## src/logic/ccc_map.svh

```systemverilog
// Field positions, constants and reset values of the core settings and features registers
//
// Overview of operation
// - ISA type field reads constant 00, read-only
// - ISA revision field reads constant 001
// - MMU type reads build preset, 1 or 3
// - Bits 6:3 read zero; software writes zero
// - Kseg0 attribute writable, resets to uncached 010
// - Code 0 write-through no-allocate; 1 with allocate
// - Code 3 write-back allocate; code 2 uncached
// - Codes 4-6 act as 3; 7 as 2
// - Features bit 31 reads constant one
// - TLB size field reads entries minus one; zero with fixed mapping
// - Icache sets code 0-4 means 64-1024
// - Icache line size 0 absent, 3 sixteen bytes
// - Icache ways code 0-3 means 1-4 ways
// - Dcache sets code 0-4 means 64-1024
// - Dcache line size 0 absent, 3 sixteen bytes
// - Dcache ways code 0-3 means 1-4 ways
// - Coprocessor two bit shows attached coprocessor
// - Media extension bit always reads zero
// - Perf counter bit shows counters are built
// - Watch bit shows watch registers are built
// - Debug unit bit always reads one
// - Float unit bit shows FPU is built
`ifndef CCC_MAP_SVH
`define CCC_MAP_SVH
`define CCC_SET_ISA_TYPE_LSB 13
`define CCC_SET_ISA_REV_LSB 10
`define CCC_SET_MMU_TYPE_LSB 7
`define CCC_SET_ZERO_LSB 3
`define CCC_SET_KSEG0_LSB 0
`define CCC_ISA_TYPE_VAL 2'h0
`define CCC_ISA_REV_VAL 3'h1
`define CCC_MMU_TLB 3'h1
`define CCC_MMU_FIXED 3'h3
`define CCC_KSEG0_RESET 3'h2
`define CCC_TLB_SMALL 16
`define CCC_TLB_LARGE 32
`define CCC_TLB_MAX 64
`define CCC_SETS_MAX 3'h4
`define CCC_WAYS_MAX 3'h3
`define CCC_RDATA_RESET 32'h0000_0000
`define CCC_ATTR_WT_NOALLOC 3'h0
`define CCC_ATTR_WT_ALLOC 3'h1
`define CCC_ATTR_UNCACHED 3'h2
`define CCC_ATTR_WB_ALLOC 3'h3
`define CCC_ATTR_UNUSED_UC 3'h7
`define CCC_LINE_NONE 3'h0
`define CCC_LINE_16B 3'h3
`define CCC_FEAT_NEXT_BIT 31
`define CCC_FEAT_TLB_LSB 25
`define CCC_FEAT_ISETS_LSB 22
`define CCC_FEAT_ILINE_LSB 19
`define CCC_FEAT_IWAYS_LSB 16
`define CCC_FEAT_DSETS_LSB 13
`define CCC_FEAT_DLINE_LSB 10
`define CCC_FEAT_DWAYS_LSB 7
`define CCC_FEAT_COP2_BIT 6
`define CCC_FEAT_MEDIA_BIT 5
`define CCC_FEAT_PERF_BIT 4
`define CCC_FEAT_WATCH_BIT 3
`define CCC_FEAT_COMPRESS_BIT 2
`define CCC_FEAT_DEBUG_BIT 1
`define CCC_FEAT_FLOAT_BIT 0
`define CCC_SEL_SETTINGS 3'h0
`define CCC_SEL_FEATURES 3'h1
`endif

```

## src/logic/ccc_pkg.sv

```systemverilog
// Types shared by the core capability register bank
package ccc_pkg;
	typedef struct packed {
		logic wr_en;
		logic [2:0] sel;
		logic [31:0] wdata;
	} ccc_req_t;

	typedef struct packed {
		logic cacheable;
		logic write_back;
		logic write_alloc;
	} ccc_attr_t;

	typedef struct packed {
		logic coproc_two_present;
		logic perf_counters_present;
		logic watch_present;
		logic float_unit_present;
	} ccc_straps_t;
endpackage : ccc_pkg

```

## src/logic/ccc_regs.sv

```systemverilog
// Core settings and features registers with kseg0 cache attribute decode
`timescale 1ns/1ps
`include "ccc_map.svh"
module ccc_regs #(
	parameter logic [2:0] MMU_TYPE = 3'h1,
	parameter int TLB_ENTRIES = 16,
	parameter logic [2:0] ICACHE_SETS = 3'h2,
	parameter bit ICACHE_BUILT = 1'b1,
	parameter logic [2:0] ICACHE_WAYS = 3'h3,
	parameter logic [2:0] DCACHE_SETS = 3'h2,
	parameter bit DCACHE_BUILT = 1'b1,
	parameter logic [2:0] DCACHE_WAYS = 3'h3
) (
	input wire logic core_clk,
	input wire logic srst,
	input wire ccc_pkg::ccc_req_t req,
	input wire ccc_pkg::ccc_straps_t straps,
	output ccc_pkg::ccc_attr_t kseg0_attr,
	output logic [31:0] rdata
);
	import ccc_pkg::*;

	// ************
	// Build checks
	// ************
	// standard or fixed mapping only
	if (MMU_TYPE != `CCC_MMU_TLB && MMU_TYPE != `CCC_MMU_FIXED) begin : g_bad_mmu
		$error("MMU type must be standard or fixed");
	end
	// buffer holds 16 or 32 entries
	if (MMU_TYPE == `CCC_MMU_TLB && TLB_ENTRIES != `CCC_TLB_SMALL
			&& TLB_ENTRIES != `CCC_TLB_LARGE) begin : g_bad_tlb
		$error("TLB must have 16 or 32 entries");
	end
	if (TLB_ENTRIES < 1 || TLB_ENTRIES > `CCC_TLB_MAX) begin : g_bad_tlb_range
		$error("TLB entry count out of range");
	end
	if (ICACHE_SETS > `CCC_SETS_MAX) begin : g_bad_isets
		$error("Instruction sets per way code out of range");
	end
	if (DCACHE_SETS > `CCC_SETS_MAX) begin : g_bad_dsets
		$error("Data sets per way code out of range");
	end
	if (ICACHE_WAYS > `CCC_WAYS_MAX) begin : g_bad_iways
		$error("Instruction ways code out of range");
	end
	if (DCACHE_WAYS > `CCC_WAYS_MAX) begin : g_bad_dways
		$error("Data ways code out of range");
	end
	// Field map kept contiguous
	if (`CCC_FEAT_TLB_LSB + 6 != `CCC_FEAT_NEXT_BIT) begin : g_bad_tlb_pos
		$error("TLB size field overlaps its neighbours");
	end
	if (`CCC_FEAT_ISETS_LSB + 3 != `CCC_FEAT_TLB_LSB) begin : g_bad_isets_pos
		$error("Instruction sets field overlaps its neighbours");
	end
	if (`CCC_FEAT_DSETS_LSB + 3 != `CCC_FEAT_IWAYS_LSB) begin : g_bad_dsets_pos
		$error("Data sets field overlaps its neighbours");
	end
	if (`CCC_FEAT_DLINE_LSB + 3 != `CCC_FEAT_DSETS_LSB) begin : g_bad_dline_pos
		$error("Data line field overlaps its neighbours");
	end
	if (`CCC_FEAT_DWAYS_LSB + 3 != `CCC_FEAT_DLINE_LSB) begin : g_bad_dways_pos
		$error("Data ways field overlaps its neighbours");
	end
	if (`CCC_FEAT_COP2_BIT + 1 != `CCC_FEAT_DWAYS_LSB) begin : g_bad_cop2_pos
		$error("Coprocessor bit overlaps its neighbours");
	end
	if (`CCC_SET_ZERO_LSB + 4 != `CCC_SET_MMU_TYPE_LSB) begin : g_bad_zero_pos
		$error("Zero field overlaps its neighbours");
	end
	if (`CCC_SET_ISA_REV_LSB + 3 != `CCC_SET_ISA_TYPE_LSB) begin : g_bad_rev_pos
		$error("Revision field overlaps its neighbours");
	end

	// ************
	// Helper functions
	// ************
	// unused codes remap
	function automatic logic [2:0] ccc_remap(input logic [2:0] c);
		if (c == `CCC_ATTR_UNUSED_UC) begin
			return `CCC_ATTR_UNCACHED;
		end else if (c > `CCC_ATTR_WB_ALLOC) begin
			return `CCC_ATTR_WB_ALLOC;
		end else begin
			return c;
		end
	endfunction : ccc_remap

	function automatic ccc_attr_t ccc_decode(input logic [2:0] c);
		ccc_attr_t a;
		a = '0;
		unique case (ccc_remap(c))
			`CCC_ATTR_WT_NOALLOC: begin
				a.cacheable = 1'b1;
				a.write_back = 1'b0;
				a.write_alloc = 1'b0;
			end
			`CCC_ATTR_WT_ALLOC: begin
				a.cacheable = 1'b1;
				a.write_back = 1'b0;
				a.write_alloc = 1'b1;
			end
			`CCC_ATTR_UNCACHED: begin
				a.cacheable = 1'b0;
				a.write_back = 1'b0;
				a.write_alloc = 1'b0;
			end
			`CCC_ATTR_WB_ALLOC: begin
				a.cacheable = 1'b1;
				a.write_back = 1'b1;
				a.write_alloc = 1'b1;
			end
		endcase
		return a;
	endfunction : ccc_decode

	function automatic logic ccc_takes_write(input ccc_req_t r);
		return r.wr_en && (r.sel == `CCC_SEL_SETTINGS);
	endfunction : ccc_takes_write

	function automatic logic [2:0] ccc_line_code(input bit built);
		if (built) begin
			return `CCC_LINE_16B;
		end else begin
			return `CCC_LINE_NONE;
		end
	endfunction : ccc_line_code

	// ************
	// Field values
	// ************
	// TLB size field
	localparam logic [5:0] TLB_FIELD =
		(MMU_TYPE == `CCC_MMU_FIXED) ? 6'h00 : 6'(TLB_ENTRIES - 1);

	logic [1:0] isa_type_code;
	logic [2:0] isa_revision_level;
	logic [2:0] mmu_type;
	logic [2:0] kseg0_cache_attr;
	logic [5:0] tlb_entries_minus_one;
	logic [2:0] icache_sets_per_way;
	logic [2:0] icache_line_size;
	logic [2:0] icache_ways;
	logic [2:0] dcache_sets_per_way;
	logic [2:0] dcache_line_size;
	logic [2:0] dcache_ways;
	logic coproc_two_present;
	logic media_ext_present;
	logic perf_counters_present;
	logic watch_present;
	logic compress_present;
	logic debug_unit_present;
	logic float_unit_present;
	logic [2:0] kseg0_code_r;
	ccc_attr_t kseg0_attr_r;
	logic [31:0] settings;
	logic [31:0] features;
	logic [31:0] rdata_nxt;

	// ************
	// Settings fields
	// ************
	// ISA type constant
	assign isa_type_code = `CCC_ISA_TYPE_VAL;
	assign isa_revision_level = `CCC_ISA_REV_VAL;
	assign mmu_type = MMU_TYPE;
	assign kseg0_cache_attr = kseg0_code_r;

	// ************
	// Kseg0 attribute
	// ************
	// writable, reset uncached
	always_ff @(posedge core_clk) begin
		if (srst) begin
			kseg0_code_r <= `CCC_KSEG0_RESET;
		end else if (ccc_takes_write(req)) begin
			kseg0_code_r <= req.wdata[`CCC_SET_KSEG0_LSB +: 3];
		end
	end

	// remapped attribute held in a flop
	always_ff @(posedge core_clk) begin
		if (srst) begin
			kseg0_attr_r <= ccc_decode(`CCC_KSEG0_RESET);
		end else if (ccc_takes_write(req)) begin
			kseg0_attr_r <= ccc_decode(req.wdata[`CCC_SET_KSEG0_LSB +: 3]);
		end
	end

	assign kseg0_attr = kseg0_attr_r;

	// ************
	// Features fields
	// ************
	// TLB size field
	assign tlb_entries_minus_one = TLB_FIELD;
	assign icache_sets_per_way = ICACHE_SETS;
	assign icache_line_size = ccc_line_code(ICACHE_BUILT);
	assign icache_ways = ICACHE_WAYS;
	assign dcache_sets_per_way = DCACHE_SETS;
	assign dcache_line_size = ccc_line_code(DCACHE_BUILT);
	assign dcache_ways = DCACHE_WAYS;
	assign coproc_two_present = straps.coproc_two_present;
	assign media_ext_present = 1'b0;
	assign perf_counters_present = straps.perf_counters_present;
	assign watch_present = straps.watch_present;
	assign compress_present = 1'b0;
	assign debug_unit_present = 1'b1;
	assign float_unit_present = straps.float_unit_present;

	// ************
	// Register images
	// ************
	always_comb begin
		settings = '0;
		settings[`CCC_SET_ISA_TYPE_LSB +: 2] = isa_type_code;
		settings[`CCC_SET_ISA_REV_LSB +: 3] = isa_revision_level;
		settings[`CCC_SET_MMU_TYPE_LSB +: 3] = mmu_type;
		settings[`CCC_SET_ZERO_LSB +: 4] = 4'h0;
		settings[`CCC_SET_KSEG0_LSB +: 3] = kseg0_cache_attr;
	end

	always_comb begin
		features = '0;
		features[`CCC_FEAT_NEXT_BIT] = 1'b1;
		features[`CCC_FEAT_TLB_LSB +: 6] = tlb_entries_minus_one;
		features[`CCC_FEAT_ISETS_LSB +: 3] = icache_sets_per_way;
		features[`CCC_FEAT_ILINE_LSB +: 3] = icache_line_size;
		features[`CCC_FEAT_IWAYS_LSB +: 3] = icache_ways;
		features[`CCC_FEAT_DSETS_LSB +: 3] = dcache_sets_per_way;
		features[`CCC_FEAT_DLINE_LSB +: 3] = dcache_line_size;
		features[`CCC_FEAT_DWAYS_LSB +: 3] = dcache_ways;
		features[`CCC_FEAT_COP2_BIT] = coproc_two_present;
		features[`CCC_FEAT_MEDIA_BIT] = media_ext_present;
		features[`CCC_FEAT_PERF_BIT] = perf_counters_present;
		features[`CCC_FEAT_WATCH_BIT] = watch_present;
		features[`CCC_FEAT_COMPRESS_BIT] = compress_present;
		features[`CCC_FEAT_DEBUG_BIT] = debug_unit_present;
		features[`CCC_FEAT_FLOAT_BIT] = float_unit_present;
	end

	// ************
	// Read port
	// ************
	always_comb begin
		rdata_nxt = `CCC_RDATA_RESET;
		unique case (req.sel)
			`CCC_SEL_SETTINGS: begin
				rdata_nxt = settings;
			end
			`CCC_SEL_FEATURES: begin
				rdata_nxt = features;
			end
			default: begin
				rdata_nxt = `CCC_RDATA_RESET;
			end
		endcase
	end

	always_ff @(posedge core_clk) begin
		if (srst) begin
			rdata <= `CCC_RDATA_RESET;
		end else begin
			rdata <= rdata_nxt;
		end
	end
endmodule : ccc_regs

```

## config.mk

```make
export PLATFORM = sky130hd
export DESIGN_NAME = ccc_regs
export DESIGN_NICKNAME = d
export VERILOG_FILES = /design/src/logic/ccc_pkg.sv /design/src/logic/ccc_regs.sv
export VERILOG_INCLUDE_DIRS = /design/src /design/src/logic
export SDC_FILE = /design/constraint.sdc
export NUM_CORES = 1
export LEC_CHECK = 0
export ABC_AREA = 1
export BUFFER_PORTS_ARGS = -buffer_cell sky130_fd_sc_hd__clkbuf_2
export CAP_MARGIN = 10
export CORE_UTILIZATION = 36
export DETAILED_ROUTE_END_ITERATION = 10
export GPL_TIMING_DRIVEN = 0
export HOLD_SLACK_MARGIN = 0.08
export PLACE_DENSITY = 0.93
export SYNTH_ARGS = -nofsm -noshare
export SYNTH_HDL_FRONTEND = slang
export SYNTH_SLANG_ARGS = --single-unit
```

## constraint.sdc

```tcl
create_clock -name core_clk -period 1.9 [get_ports core_clk]
set_input_delay 0.19 -clock core_clk [delete_from_list [all_inputs] [get_ports core_clk]]
set_output_delay 0.19 -clock core_clk [all_outputs]
set_load 0.02 [all_outputs]
```

==> metrics.txt, run 1 <==
# TYPE chip_impl_metric gauge
chip_impl_metric{name="detailed_place.area",unit="sq um"} 978
chip_impl_metric{name="wire_length_reported_by_the_detailed_router",unit="mm"} 1.21
chip_impl_metric{name="area_growth_syn_to_layout",unit="%"} 39.1
chip_impl_metric{name="detailed_route_drc_error_count",unit=""} 0
chip_impl_metric{name="final_cycle_share",unit="%"} 70.6
chip_impl_metric{name="clock_path_buffers",unit=""} 2
chip_impl_metric{name="place.gp.congestion",unit=""} 0.769
chip_impl_metric{name="leakagePower",unit="nW"} 0.663
chip_impl_metric{name="synth.distinct_cells",unit=""} 13
chip_impl_metric{name="ant_nets",unit=""} 0
chip_impl_metric{name="first_iter_violations",unit=""} 7
chip_impl_metric{name="pre_cts_worst_setup_slack",unit="ns"} 0.843
chip_impl_metric{name="std_cell_rows",unit=""} 15
chip_impl_metric{name="coreArea",unit="sq mm"} 0.00182
chip_impl_metric{name="utilization",unit="%"} 55.7
chip_impl_metric{name="hold_slack",unit="ns"} 0.0984
chip_impl_metric{name="synth_area",unit="sq um"} 729
chip_impl_metric{name="num_io_pins",unit=""} 77
chip_impl_metric{name="finalWorstPathRequiredPeriod",unit="ns"} 1.34
chip_impl_metric{name="worstSkewPairLatency",unit="ns"} 0.28
chip_impl_info{name="cts_tree",value="done"} 1
chip_impl_info{name="path_cells",value="buf_4, clkbuf_2"} 1
chip_impl_metric{name="cts_inserted_buffers",unit=""} 3
chip_impl_metric{name="route.detailed.wl_per_inst",unit="um"} 6.90
chip_impl_metric{name="setup_total_negative_slack",unit="ns"} 0
chip_impl_metric{name="max-cap-violations",unit=""} 0
chip_impl_metric{name="clock_sinks",unit=""} 14
chip_impl_metric{name="clkSlewWorstSetupHoldPaths",unit="ns"} 0.08
chip_impl_info{name="setup.worst_path.start_class",value="register"} 1
chip_impl_metric{name="synth.ff_latch_count",unit=""} 14
chip_impl_metric{name="synth_warnings",unit=""} 0
chip_impl_metric{name="timing.critical_path.fanout_max",unit=""} 13
chip_impl_metric{name="nNetsFinal",unit=""} 193
chip_impl_info{name="critical_path.endpoint_type",value="output pin"} 1
chip_impl_metric{name="grt_pass1_vias",unit=""} 462
chip_impl_metric{name="post-route-worst-setup-slack",unit="ns"} 0.559
chip_impl_metric{name="critPathBufInv",unit=""} 2
chip_impl_metric{name="post_cts_buffers",unit=""} 0
chip_impl_metric{name="clock_tree.htree_level_count",unit=""} 1
chip_impl_metric{name="ys_seq_area_share",unit="%"} 38.4
chip_impl_metric{name="numPortBuffers",unit=""} 36
chip_impl_metric{name="worst-endpoint-required",unit="ns"} 1.71
chip_impl_metric{name="finClkSkew",unit="ns"} 0.0100
chip_impl_metric{name="fmaxAchievable",unit="MHz"} 746
chip_impl_info{name="hold_class",value="in -> reg"} 1
chip_impl_metric{name="postLayoutCellArea",unit="sq mm"} 0.00101
chip_impl_metric{name="dpl.hpwl",unit="mm"} 1.06
chip_impl_info{name="timing.critical_path.slowest_stage_cell",value="dfxtp_1"} 1
chip_impl_metric{name="detail_route.first_pass.iterations",unit=""} 4
chip_impl_info{name="cts-root-buf",value="clkbuf_4"} 1
chip_impl_metric{name="total_power",unit="uW"} 641
chip_impl_metric{name="die_h",unit="um"} 47.0
chip_impl_metric{name="finalHoldViolations",unit=""} 0
chip_impl_metric{name="cp.arrival",unit="ns"} 1.15
chip_impl_metric{name="post_route_cells_drive_above_1_share",unit="%"} 46.7
chip_impl_metric{name="track_usage",unit="%"} 11.7
chip_impl_metric{name="vdd.ir_drop.worst",unit="mV"} 0.359
chip_impl_metric{name="grt_antenna_before_repair",unit=""} 0
chip_impl_metric{name="avgSynthCellArea",unit="sq um"} 7.29
chip_impl_metric{name="grt_remaining_overflow",unit=""} 0
chip_impl_metric{name="grt_pass1_wl",unit="mm"} 1.71
chip_impl_metric{name="setup-violations-final",unit=""} 0
chip_impl_metric{name="timing.final.max_slew_violations",unit=""} 0
chip_impl_metric{name="cts_hold_buffers",unit=""} 0
chip_impl_metric{name="synthesized_netlist_cell_count",unit=""} 100
chip_impl_metric{name="post_cts_resized",unit=""} 0
chip_impl_info{name="final_cell_mix",value="36 x clkbuf_2, 24 x buf_4, 22 x nand2_1"} 1
chip_impl_info{name="critPathTopFamily",value="flip-flops"} 1
chip_impl_info{name="grt_setup_unrepaired",value="no"} 1
chip_impl_metric{name="design.die.area",unit="sq mm"} 0.00221
chip_impl_info{name="layout.cells.most_common",value="clkbuf_2"} 1
chip_impl_info{name="setup.worst_path.class",value="reg -> out"} 1
chip_impl_metric{name="layoutNonFillerInstCount",unit=""} 175
chip_impl_metric{name="power_density_of_the_placed_cells",unit="mW/mm^2"} 632
chip_impl_metric{name="n_antenna_cell",unit=""} 0
chip_impl_metric{name="cpPeakStageDelay",unit="ns"} 0.55
chip_impl_metric{name="die-width",unit="um"} 47.0
chip_impl_metric{name="pin_count_of_the_biggest_net_entering_global_routing",unit=""} 14
chip_impl_info{name="outcome",value="finished clean"} 1
chip_impl_metric{name="via_count",unit=""} 650
chip_impl_metric{name="dpl.cell_count",unit=""} 171
chip_impl_metric{name="route.detailed.vias_per_inst",unit=""} 3.71
chip_impl_metric{name="starting_density_of_the_core",unit="%"} 40.1
[flip-flops by register name (all words and copies together) (netlist names)]
register,cells
kseg0_attr,3
kseg0_cache_attr,3
rdata,8
[worst paths after layout]
| path | cells past startpoint | end | slack (ns) | startpoint |
|---|---|---|---|---|
| worst max-delay path | 2 | rdata[31] | 0.56 | rdata[28]$_SDFF_PP0_ |
| worst min-delay path | 3 | rdata[4]$_SDFF_PP0_ | 0.1 | straps[2] |
| worst min register to register | 2 | rdata[2]$_SDFF_PP0_ | 0.47 | kseg0_cache_attr[2]$_SDFFE_PP0P_ |
| worst max register to register | 4 | kseg0_attr[2]$_SDFFE_PP0P_ | 1.26 | kseg0_attr[2]$_SDFFE_PP0P_ |
[synth_stat cells]
| cell | count | share of area [%] |
|---|---|---|
| dfxtp_1 | 14 | 38 |
| nand2_1 | 22 | 11 |
| nand2_4 | 1 | 1.5 |
| nand3_1 | 3 | 2.1 |
| inv_1 | 13 | 6.7 |
| nor2_8 | 1 | 2.7 |
| buf_4 | 24 | 25 |
| nor2_2 | 1 | 0.86 |
| nand2_2 | 2 | 1.7 |
| conb_1 | 1 | 0.51 |
| a21oi_1 | 1 | 0.69 |
| inv_2 | 1 | 0.51 |
| nor2_1 | 16 | 8.2 |
[power by group]
group          total [mW]  switching, mW  internal (mW)  leakage, nW
Combinational       0.127         0.0746         0.0523        0.528
Sequential          0.306        0.00479          0.302        0.114
Clock               0.208         0.0916          0.117       0.0210
Total               0.641          0.171          0.470        0.663
[layout make-up]
class / instances / area [sq um]
inverters: 14 / 52.6
well taps: 25 / 31.3
multi-input cells: 58 / 254
fillers: 173 / 806
flip-flops and latches: 14 / 280
repair buffers: 36 / 180
plain buffers: 24 / 180
clock buffers: 4 / 36.3
[worst register-to-register path, stage by stage, from the launching register on]
cell	delay (ns)
dfxtp_1	0.33
inv_1	0.04
nand2_1	0.06
nand2_1	0.05
nor2_1	0.10
[kinds of logic after synthesis]
logic type	after synthesis	share of synthesized area (%)
other	1	0.514
buffers and inverters	38	31.9
AND/OR/NAND/NOR	46	28.5
AO/OA/AOI/OAI	1	0.685
flip-flops	14	38.4
[routing by layer]
layer | vias to the layer above | GRT usage, % | part of all wire, %
li1 | 354 | - | -
met1 | 261 | 10.8 | 39
met2 | 33 | 20.6 | 50
met3 | 2 | 6.92 | 8.9
met4 | 0 | 5.14 | 1.2
met5 | - | 0 | 0
(Power assumes the default switching activity.)
==> run 2, diff against run 1 <==
ABC_AREA = 0   (was 1)
CORE_UTILIZATION = 29   (was 36)
PLACE_DENSITY = 0.84   (was 0.93)
clock period = 1.2 ns   (was 1.9 ns; I/O delays follow)
==> metrics.txt, run 2 <==
# TYPE chip_impl_metric gauge
chip_impl_metric{name="synth_area",unit="sq um"} 673
chip_impl_metric{name="synthesized_netlist_cell_count",unit=""} 67
chip_impl_metric{name="nNetsFinal",unit=""} 164
chip_impl_metric{name="via_count",unit=""} 577
chip_impl_metric{name="synth.ff_latch_count",unit=""} 14
chip_impl_metric{name="timing.critical_path.fanout_max",unit=""} 13
chip_impl_metric{name="n_antenna_cell",unit=""} 0
chip_impl_metric{name="post_synth_xor_area_fraction",unit="%"} 2.60
chip_impl_metric{name="die-width",unit="um"} 50.2
chip_impl_metric{name="leakagePower",unit="nW"} 0.554
chip_impl_metric{name="pin_count_of_the_biggest_net_entering_global_routing",unit=""} 14
chip_impl_metric{name="hold_slack",unit="ns"} 0.102
chip_impl_info{name="largest-register",value="rdata"} 1
chip_impl_metric{name="first_iter_violations",unit=""} 2
chip_impl_metric{name="finalWorstPathRequiredPeriod",unit="ns"} 1.08
chip_impl_metric{name="max-cap-violations",unit=""} 0
chip_impl_metric{name="grt_remaining_overflow",unit=""} 0
chip_impl_metric{name="route.detailed.wl_per_inst",unit="um"} 8.36
chip_impl_metric{name="starting_density_of_the_core",unit="%"} 30.7
chip_impl_metric{name="worstSkewPairLatency",unit="ns"} 0.27
chip_impl_info{name="hold_class",value="in -> reg"} 1
chip_impl_metric{name="fmaxAchievable",unit="MHz"} 930
chip_impl_info{name="final_cell_mix",value="35 x clkbuf_2, 24 x buf_4, 13 x dfxtp_1"} 1
chip_impl_info{name="layout.cells.most_common",value="clkbuf_2"} 1
chip_impl_metric{name="clock_path_buffers",unit=""} 2
chip_impl_metric{name="layoutNonFillerInstCount",unit=""} 149
chip_impl_metric{name="ys_seq_area_share",unit="%"} 41.6
chip_impl_metric{name="grt_antenna_before_repair",unit=""} 0
chip_impl_metric{name="post_route_cells_drive_above_1_share",unit="%"} 54.5
chip_impl_info{name="r2r_start",value="kseg0_cache_attr[1]$_SDFFE_PP1P_"} 1
chip_impl_info{name="setup.worst_path.end",value="rdata[17]"} 1
chip_impl_metric{name="vdd.ir_drop.worst",unit="mV"} 0.437
chip_impl_metric{name="detail_route.first_pass.iterations",unit=""} 2
chip_impl_metric{name="final_cycle_share",unit="%"} 89.6
chip_impl_metric{name="track_usage",unit="%"} 10.4
chip_impl_metric{name="synth-simple-area-share",unit="%"} 15.6
chip_impl_metric{name="mux_share_of_post_synthesis_cell_area",unit="%"} 4.46
chip_impl_metric{name="yosys.area.top_type_share",unit="%"} 41.6
chip_impl_info{name="ys_top_cells_by_area",value="dfxtp_1 42%, buf_4 27%, mux2i_1 4.5%"} 1
chip_impl_metric{name="power.share.sequential",unit="%"} 47.8
chip_impl_metric{name="clock_power_share",unit="%"} 32.2
chip_impl_metric{name="p_sw",unit="uW"} 254
chip_impl_info{name="reg2reg_to",value="kseg0_cache_attr[1]$_SDFFE_PP1P_"} 1
chip_impl_metric{name="comb_power_share",unit="%"} 20.0
chip_impl_info{name="post_synth_top_cells",value="24 x buf_4, 14 x dfxtp_1, 4 x nor2_1"} 1
chip_impl_metric{name="finClkSkew",unit="ns"} 0.000223
chip_impl_metric{name="post-route-worst-setup-slack",unit="ns"} 0.124
chip_impl_metric{name="power.share.switching",unit="%"} 25.2
chip_impl_metric{name="dpl.cell_count",unit=""} 140
chip_impl_metric{name="worst_slew_pin_slew",unit="ns"} 0.653
chip_impl_info{name="crit_start",value="rdata[28]$_SDFF_PP0_"} 1
chip_impl_metric{name="grt_pass1_wl",unit="mm"} 1.89
chip_impl_metric{name="pre_cts_worst_setup_slack",unit="ns"} -0.117
chip_impl_metric{name="post_cts_buffers",unit=""} 0
chip_impl_metric{name="clock_sinks",unit=""} 14
chip_impl_metric{name="setup.reg_to_reg.worst_slack",unit="ns"} 0.38
chip_impl_metric{name="reg2reg_path_depth",unit=""} 2
chip_impl_metric{name="coreArea",unit="sq mm"} 0.00219
chip_impl_info{name="cts_tree",value="done"} 1
chip_impl_info{name="path_cells",value="buf_4, clkbuf_2"} 1
chip_impl_metric{name="dpl.hpwl",unit="mm"} 1.03
chip_impl_metric{name="synth.distinct_cells",unit=""} 23
chip_impl_metric{name="num_io_pins",unit=""} 77
chip_impl_metric{name="total_power",unit="mW"} 1.01
chip_impl_info{name="setup.worst_path.start_class",value="register"} 1
chip_impl_metric{name="clkSlewWorstSetupHoldPaths",unit="ns"} 0.08
chip_impl_metric{name="cts_inserted_buffers",unit=""} 3
chip_impl_metric{name="route.detailed.vias_per_inst",unit=""} 3.87
chip_impl_metric{name="cp.arrival",unit="ns"} 0.96
chip_impl_metric{name="die_h",unit="um"} 50.2
chip_impl_metric{name="avgSynthCellArea",unit="sq um"} 10.0
chip_impl_info{name="cell_taking_the_most_area_after_synthesis",value="dfxtp_1"} 1
chip_impl_metric{name="design.die.area",unit="sq mm"} 0.00252
chip_impl_metric{name="ant_nets",unit=""} 0
chip_impl_info{name="most_frequent_cell_after_synthesis",value="buf_4"} 1
chip_impl_metric{name="synthArstFlopShare",unit="%"} 0
chip_impl_metric{name="synthAdderAreaFrac",unit="%"} 0
chip_impl_info{name="cts-root-buf",value="clkbuf_4"} 1
chip_impl_info{name="dominant_combinational_cell_family_by_area_after_synthesis",value="buffers and inverters"} 1
chip_impl_metric{name="p_int",unit="uW"} 754
chip_impl_metric{name="place.gp.congestion",unit=""} 0.761
chip_impl_metric{name="worst-endpoint-required",unit="ns"} 1.08
chip_impl_info{name="setup.worst_path.class",value="reg -> out"} 1
chip_impl_metric{name="numPortBuffers",unit=""} 35
chip_impl_metric{name="area_growth_syn_to_layout",unit="%"} 50.2
chip_impl_metric{name="synth_compound_area_share",unit="%"} 6.69
chip_impl_info{name="outcome",value="finished clean"} 1
chip_impl_metric{name="std_cell_rows",unit=""} 17
chip_impl_info{name="grt_setup_unrepaired",value="no"} 1
chip_impl_metric{name="detailed_route_drc_error_count",unit=""} 0
chip_impl_metric{name="cpPeakStageDelay",unit="ns"} 0.42
chip_impl_metric{name="synth_warnings",unit=""} 0
chip_impl_metric{name="hold-path-cell-count",unit=""} 2
chip_impl_metric{name="timing.slew.headroom",unit="%"} 56.1
chip_impl_metric{name="wire_length_reported_by_the_detailed_router",unit="mm"} 1.25
chip_impl_info{name="dominantRegCellSynth",value="dfxtp_1"} 1
chip_impl_metric{name="clock_tree.htree_level_count",unit=""} 1
chip_impl_metric{name="power_density_of_the_placed_cells",unit="mW/mm^2"} 997
chip_impl_metric{name="finalHoldViolations",unit=""} 0
chip_impl_metric{name="largest_register_ffs",unit=""} 8
chip_impl_info{name="timing.critical_path.slowest_stage_cell",value="dfxtp_4"} 1
chip_impl_metric{name="grt_pass1_vias",unit=""} 449
chip_impl_metric{name="fill_cells",unit=""} 222
chip_impl_metric{name="setup-violations-final",unit=""} 0
chip_impl_metric{name="synth-edff-count",unit=""} 0
chip_impl_info{name="critical_path.endpoint_type",value="output pin"} 1
chip_impl_metric{name="timing.final.max_slew_violations",unit=""} 0
run 2: cell types whose count changed after synthesis, moves of 2 or more:
cell     change
nand2_2      -2
nand3_1      -2
nor2_1      -12
nor2b_1      +2
and3_1       +3
inv_1       -13
mux2i_1      +3
nand2_1     -21
run 2: through the flow:
step	util (%)	TNS [ns]	cell area, sq um
after floorplan	-	0	711
after global placement	42.0	-0.0533	921
after detailed placement	42.0	-0.279	921
after CTS	45.6	0	998
after global routing	46.1	0	1010
final	46.1	0	1010
run 2: critical path, delay by kind of cell (launching register included):
kind	cells	cell delay (ns)
buffers and inverters	2	0.27
flip-flops	1	0.42
run 2: final cells by class:
cell class / instances / area [sq um] / area share, %
clock buffers: 4 / 36.3 / 3.59
flip-flops and latches: 14 / 284 / 28.1
multi-input cells: 38 / 239 / 23.6
plain buffers: 25 / 191 / 18.9
repair buffers: 40 / 225 / 22.3
well taps: 28 / 35.0 / 3.47
run 2: worst min-delay path by stage:
stage	start	end
final	srst	kseg0_attr[0]$_SDFFE_PP0P_
after CTS	req[32]	rdata[28]$_SDFF_PP0_
after floorplan	srst	kseg0_attr[0]$_SDFFE_PP0P_
after global routing	req[1]	kseg0_attr[2]$_SDFFE_PP0P_
after detailed placement	straps[1]	rdata[3]$_SDFF_PP0_
after global placement	straps[1]	rdata[3]$_SDFF_PP0_
run 2: cell families (layout without fill, tap and decap cells):
| group | Yosys count | count (layout) |
|---|---|---|
| buffers and inverters | 25 | 69 |
| AND/OR/NAND/NOR | 16 | 16 |
| flip-flops | 14 | 14 |
| AO/OA/AOI/OAI | 6 | 6 |
| multiplexers | 3 | 3 |
| XOR/XNOR | 2 | 2 |
| other | 1 | 11 |
run 2: routing by layer:
metal / share of wire [%] / track usage, % / up-vias
met5: 0 / 0 / -
met4: 0 / 5.71 / 0
met3: 10 / 3.94 / 0
met2: 52 / 17.3 / 31
met1: 38 / 11.1 / 250
li1: - / - / 296
run 2: what timing repair did:
item	CTS	global route
gates resized for setup	1	1
endpoints found under the hold margin	4	1
endpoints found under the setup margin	13	9
hold buffers	4	1
run 2: power groups by stage:
stage / logic, mW / clock network [mW] / registers [mW]
after detailed placement: 0.189 / 0 / 0.494
after CTS: 0.199 / 0.336 / 0.484
after global routing: 0.218 / 0.372 / 0.484
final: 0.201 / 0.325 / 0.482
after floorplan: 0.123 / 0 / 0.505
after global placement: 0.185 / 0 / 0.494
==> run 3, diff against run 2 <==
PLACE_DENSITY = 0.73   (was 0.84)
==> metrics.txt, run 3 (same netlist as run 2, synthesis figures left out) <==
# TYPE chip_impl_metric gauge
chip_impl_info{name="outcome",value="finished clean"} 1
chip_impl_metric{name="timing.final.max_slew_violations",unit=""} 0
chip_impl_info{name="path_cells",value="buf_4, clkbuf_2"} 1
chip_impl_metric{name="grt_pass1_vias",unit=""} 513
chip_impl_metric{name="place.gp.congestion",unit=""} 0.633
chip_impl_metric{name="largest_register_ffs",unit=""} 8
chip_impl_info{name="final_cell_mix",value="35 x clkbuf_2, 24 x buf_4, 13 x dfxtp_1"} 1
chip_impl_info{name="critical_path.endpoint_type",value="output pin"} 1
chip_impl_metric{name="postLayoutCellArea",unit="sq um"} 987
chip_impl_metric{name="cpPeakStageDelay",unit="ns"} 0.41
chip_impl_info{name="cts_tree",value="done"} 1
chip_impl_metric{name="post_cts_buffers",unit=""} 0
chip_impl_metric{name="worst_slew_pin_slew",unit="ns"} 0.660
chip_impl_metric{name="std_cell_rows",unit=""} 17
chip_impl_info{name="hold_class",value="in -> reg"} 1
chip_impl_metric{name="fmaxAchievable",unit="MHz"} 930
chip_impl_metric{name="wire_length_reported_by_the_detailed_router",unit="mm"} 1.21
chip_impl_metric{name="clock_tree.htree_level_count",unit=""} 1
chip_impl_metric{name="pin_count_of_the_biggest_net_entering_global_routing",unit=""} 14
chip_impl_metric{name="die_h",unit="um"} 50.2
chip_impl_metric{name="dpl.hpwl",unit="um"} 942
chip_impl_metric{name="clkSlewWorstSetupHoldPaths",unit="ns"} 0.07
chip_impl_metric{name="cp.arrival",unit="ns"} 0.96
chip_impl_info{name="largest-register",value="rdata"} 1
chip_impl_metric{name="area_growth_syn_to_layout",unit="%"} 46.7
chip_impl_metric{name="detail_route.first_pass.iterations",unit=""} 2
chip_impl_metric{name="total_power",unit="uW"} 930
chip_impl_metric{name="design.die.area",unit="sq mm"} 0.00252
chip_impl_info{name="setup.worst_path.class",value="reg -> out"} 1
chip_impl_metric{name="timing.slew.headroom",unit="%"} 55.7
chip_impl_metric{name="n_antenna_cell",unit=""} 0
chip_impl_metric{name="ant_nets",unit=""} 0
chip_impl_metric{name="vdd.ir_drop.worst",unit="mV"} 0.746
chip_impl_metric{name="finalWorstPathRequiredPeriod",unit="ns"} 1.08
chip_impl_metric{name="finalHoldViolations",unit=""} 0
chip_impl_metric{name="setup_total_negative_slack",unit="ns"} 0
chip_impl_info{name="timing.critical_path.slowest_stage_cell",value="dfxtp_4"} 1
chip_impl_metric{name="coreArea",unit="sq mm"} 0.00219
chip_impl_metric{name="nNetsFinal",unit=""} 163
chip_impl_metric{name="leakagePower",unit="nW"} 0.543
chip_impl_metric{name="setup-violations-final",unit=""} 0
chip_impl_metric{name="fill_cells",unit=""} 217
chip_impl_info{name="cts-root-buf",value="clkbuf_4"} 1
chip_impl_info{name="setup.worst_path.start_class",value="register"} 1
chip_impl_metric{name="first_iter_violations",unit=""} 4
chip_impl_metric{name="starting_density_of_the_core",unit="%"} 30.7
chip_impl_metric{name="route.detailed.vias_per_inst",unit=""} 3.99
chip_impl_info{name="grt_setup_unrepaired",value="no"} 1
chip_impl_metric{name="die-width",unit="um"} 50.2
chip_impl_metric{name="route.detailed.wl_per_inst",unit="um"} 8.23
chip_impl_metric{name="timing.critical_path.fanout_max",unit=""} 13
chip_impl_metric{name="power_density_of_the_placed_cells",unit="mW/mm^2"} 942
chip_impl_metric{name="grt_remaining_overflow",unit=""} 0
chip_impl_metric{name="clock_sinks",unit=""} 14
chip_impl_metric{name="worstSkewPairLatency",unit="ns"} 0.27
chip_impl_metric{name="via_count",unit=""} 586
chip_impl_metric{name="cts_inserted_buffers",unit=""} 3
chip_impl_metric{name="detailed_route_drc_error_count",unit=""} 0
chip_impl_metric{name="final_cycle_share",unit="%"} 89.6
chip_impl_metric{name="grt_antenna_before_repair",unit=""} 0
chip_impl_metric{name="grt_pass1_wl",unit="mm"} 2.05
chip_impl_metric{name="max-cap-violations",unit=""} 0
chip_impl_metric{name="worst-endpoint-required",unit="ns"} 1.08
chip_impl_metric{name="finClkSkew",unit="ns"} 0.00756
chip_impl_metric{name="post_route_cells_drive_above_1_share",unit="%"} 54.6
chip_impl_metric{name="numPortBuffers",unit=""} 35
chip_impl_metric{name="clock_path_buffers",unit=""} 2
chip_impl_metric{name="num_io_pins",unit=""} 77
chip_impl_metric{name="track_usage",unit="%"} 11.3
chip_impl_metric{name="detailed_place.area",unit="sq um"} 921
chip_impl_info{name="layout.cells.most_common",value="clkbuf_2"} 1
==> run 3: cell count changes in the layout (fill, tap and decap cells not counted), sizes merged <==
cell	previous run	this run
clkbuf	39	38
dlygate4sd3	5	4
==> run 3: where the power goes <==
part	internal [mW]	switching, mW	leakage (nW)
Clock	0.116	0.133	0.0138
Sequential	0.475	0.00702	0.114
Combinational	0.0929	0.106	0.415
Total	0.684	0.246	0.543
==> run 3: area by class of cell <==
class	count	area, sq um	area share (%)
timing repair buffer	39	215	21.8
sequential	14	284	28.8
clock buffer	3	22.5	2.28
buffer	25	191	19.4
tap	28	35.0	3.55
multi-input combinational	38	239	24.2
==> run 3: layer usage <==
| layer | global-route usage [%] | wire length (um) |
|---|---|---|
| met5 | 0 | 0 |
| met4 | 5.71 | 8 |
| met3 | 7.27 | 166 |
| met2 | 19.8 | 569 |
| met1 | 9.74 | 465 |
==> run 3: critical path, delay by kind of cell, from the launching register on <==
family | cells | cell delay [ns]
flops | 1 | 0.41
buf+inv | 2 | 0.27
==> run 3: worst paths after layout <==
path,startpoint,endpoint,slack (ns),depth (start not counted)
max,rdata[28]$_SDFF_PP0_,rdata[20],0.12,2
min,req[32],rdata[1]$_SDFF_PP0_,0.09,2
max reg2reg,kseg0_cache_attr[1]$_SDFFE_PP1P_,kseg0_cache_attr[1]$_SDFFE_PP1P_,0.38,2
min reg2reg,kseg0_cache_attr[1]$_SDFFE_PP1P_,rdata[1]$_SDFF_PP0_,0.48,1
==> run 3: what timing repair did <==
item,in CTS,in global routing
endpoints found under the setup margin,13,12
cloned,0,0
endpoints found under the hold margin,3,1
gates resized for setup,1,1
hold buffers,3,1
pin swaps,0,0
==> run 3: through the flow <==
step	worst slack (ns)	hold WS, ns	utilization (%)	instances
after floorplan	0.0810	0.189	-	77
after global placement	-0.0641	0.357	42.0	140
after detailed placement	-0.112	0.358	42.0	140
after CTS	0.0404	0.0822	44.5	146
after global routing	0.0527	0.0832	45.1	147
final	0.125	0.0888	45.1	147
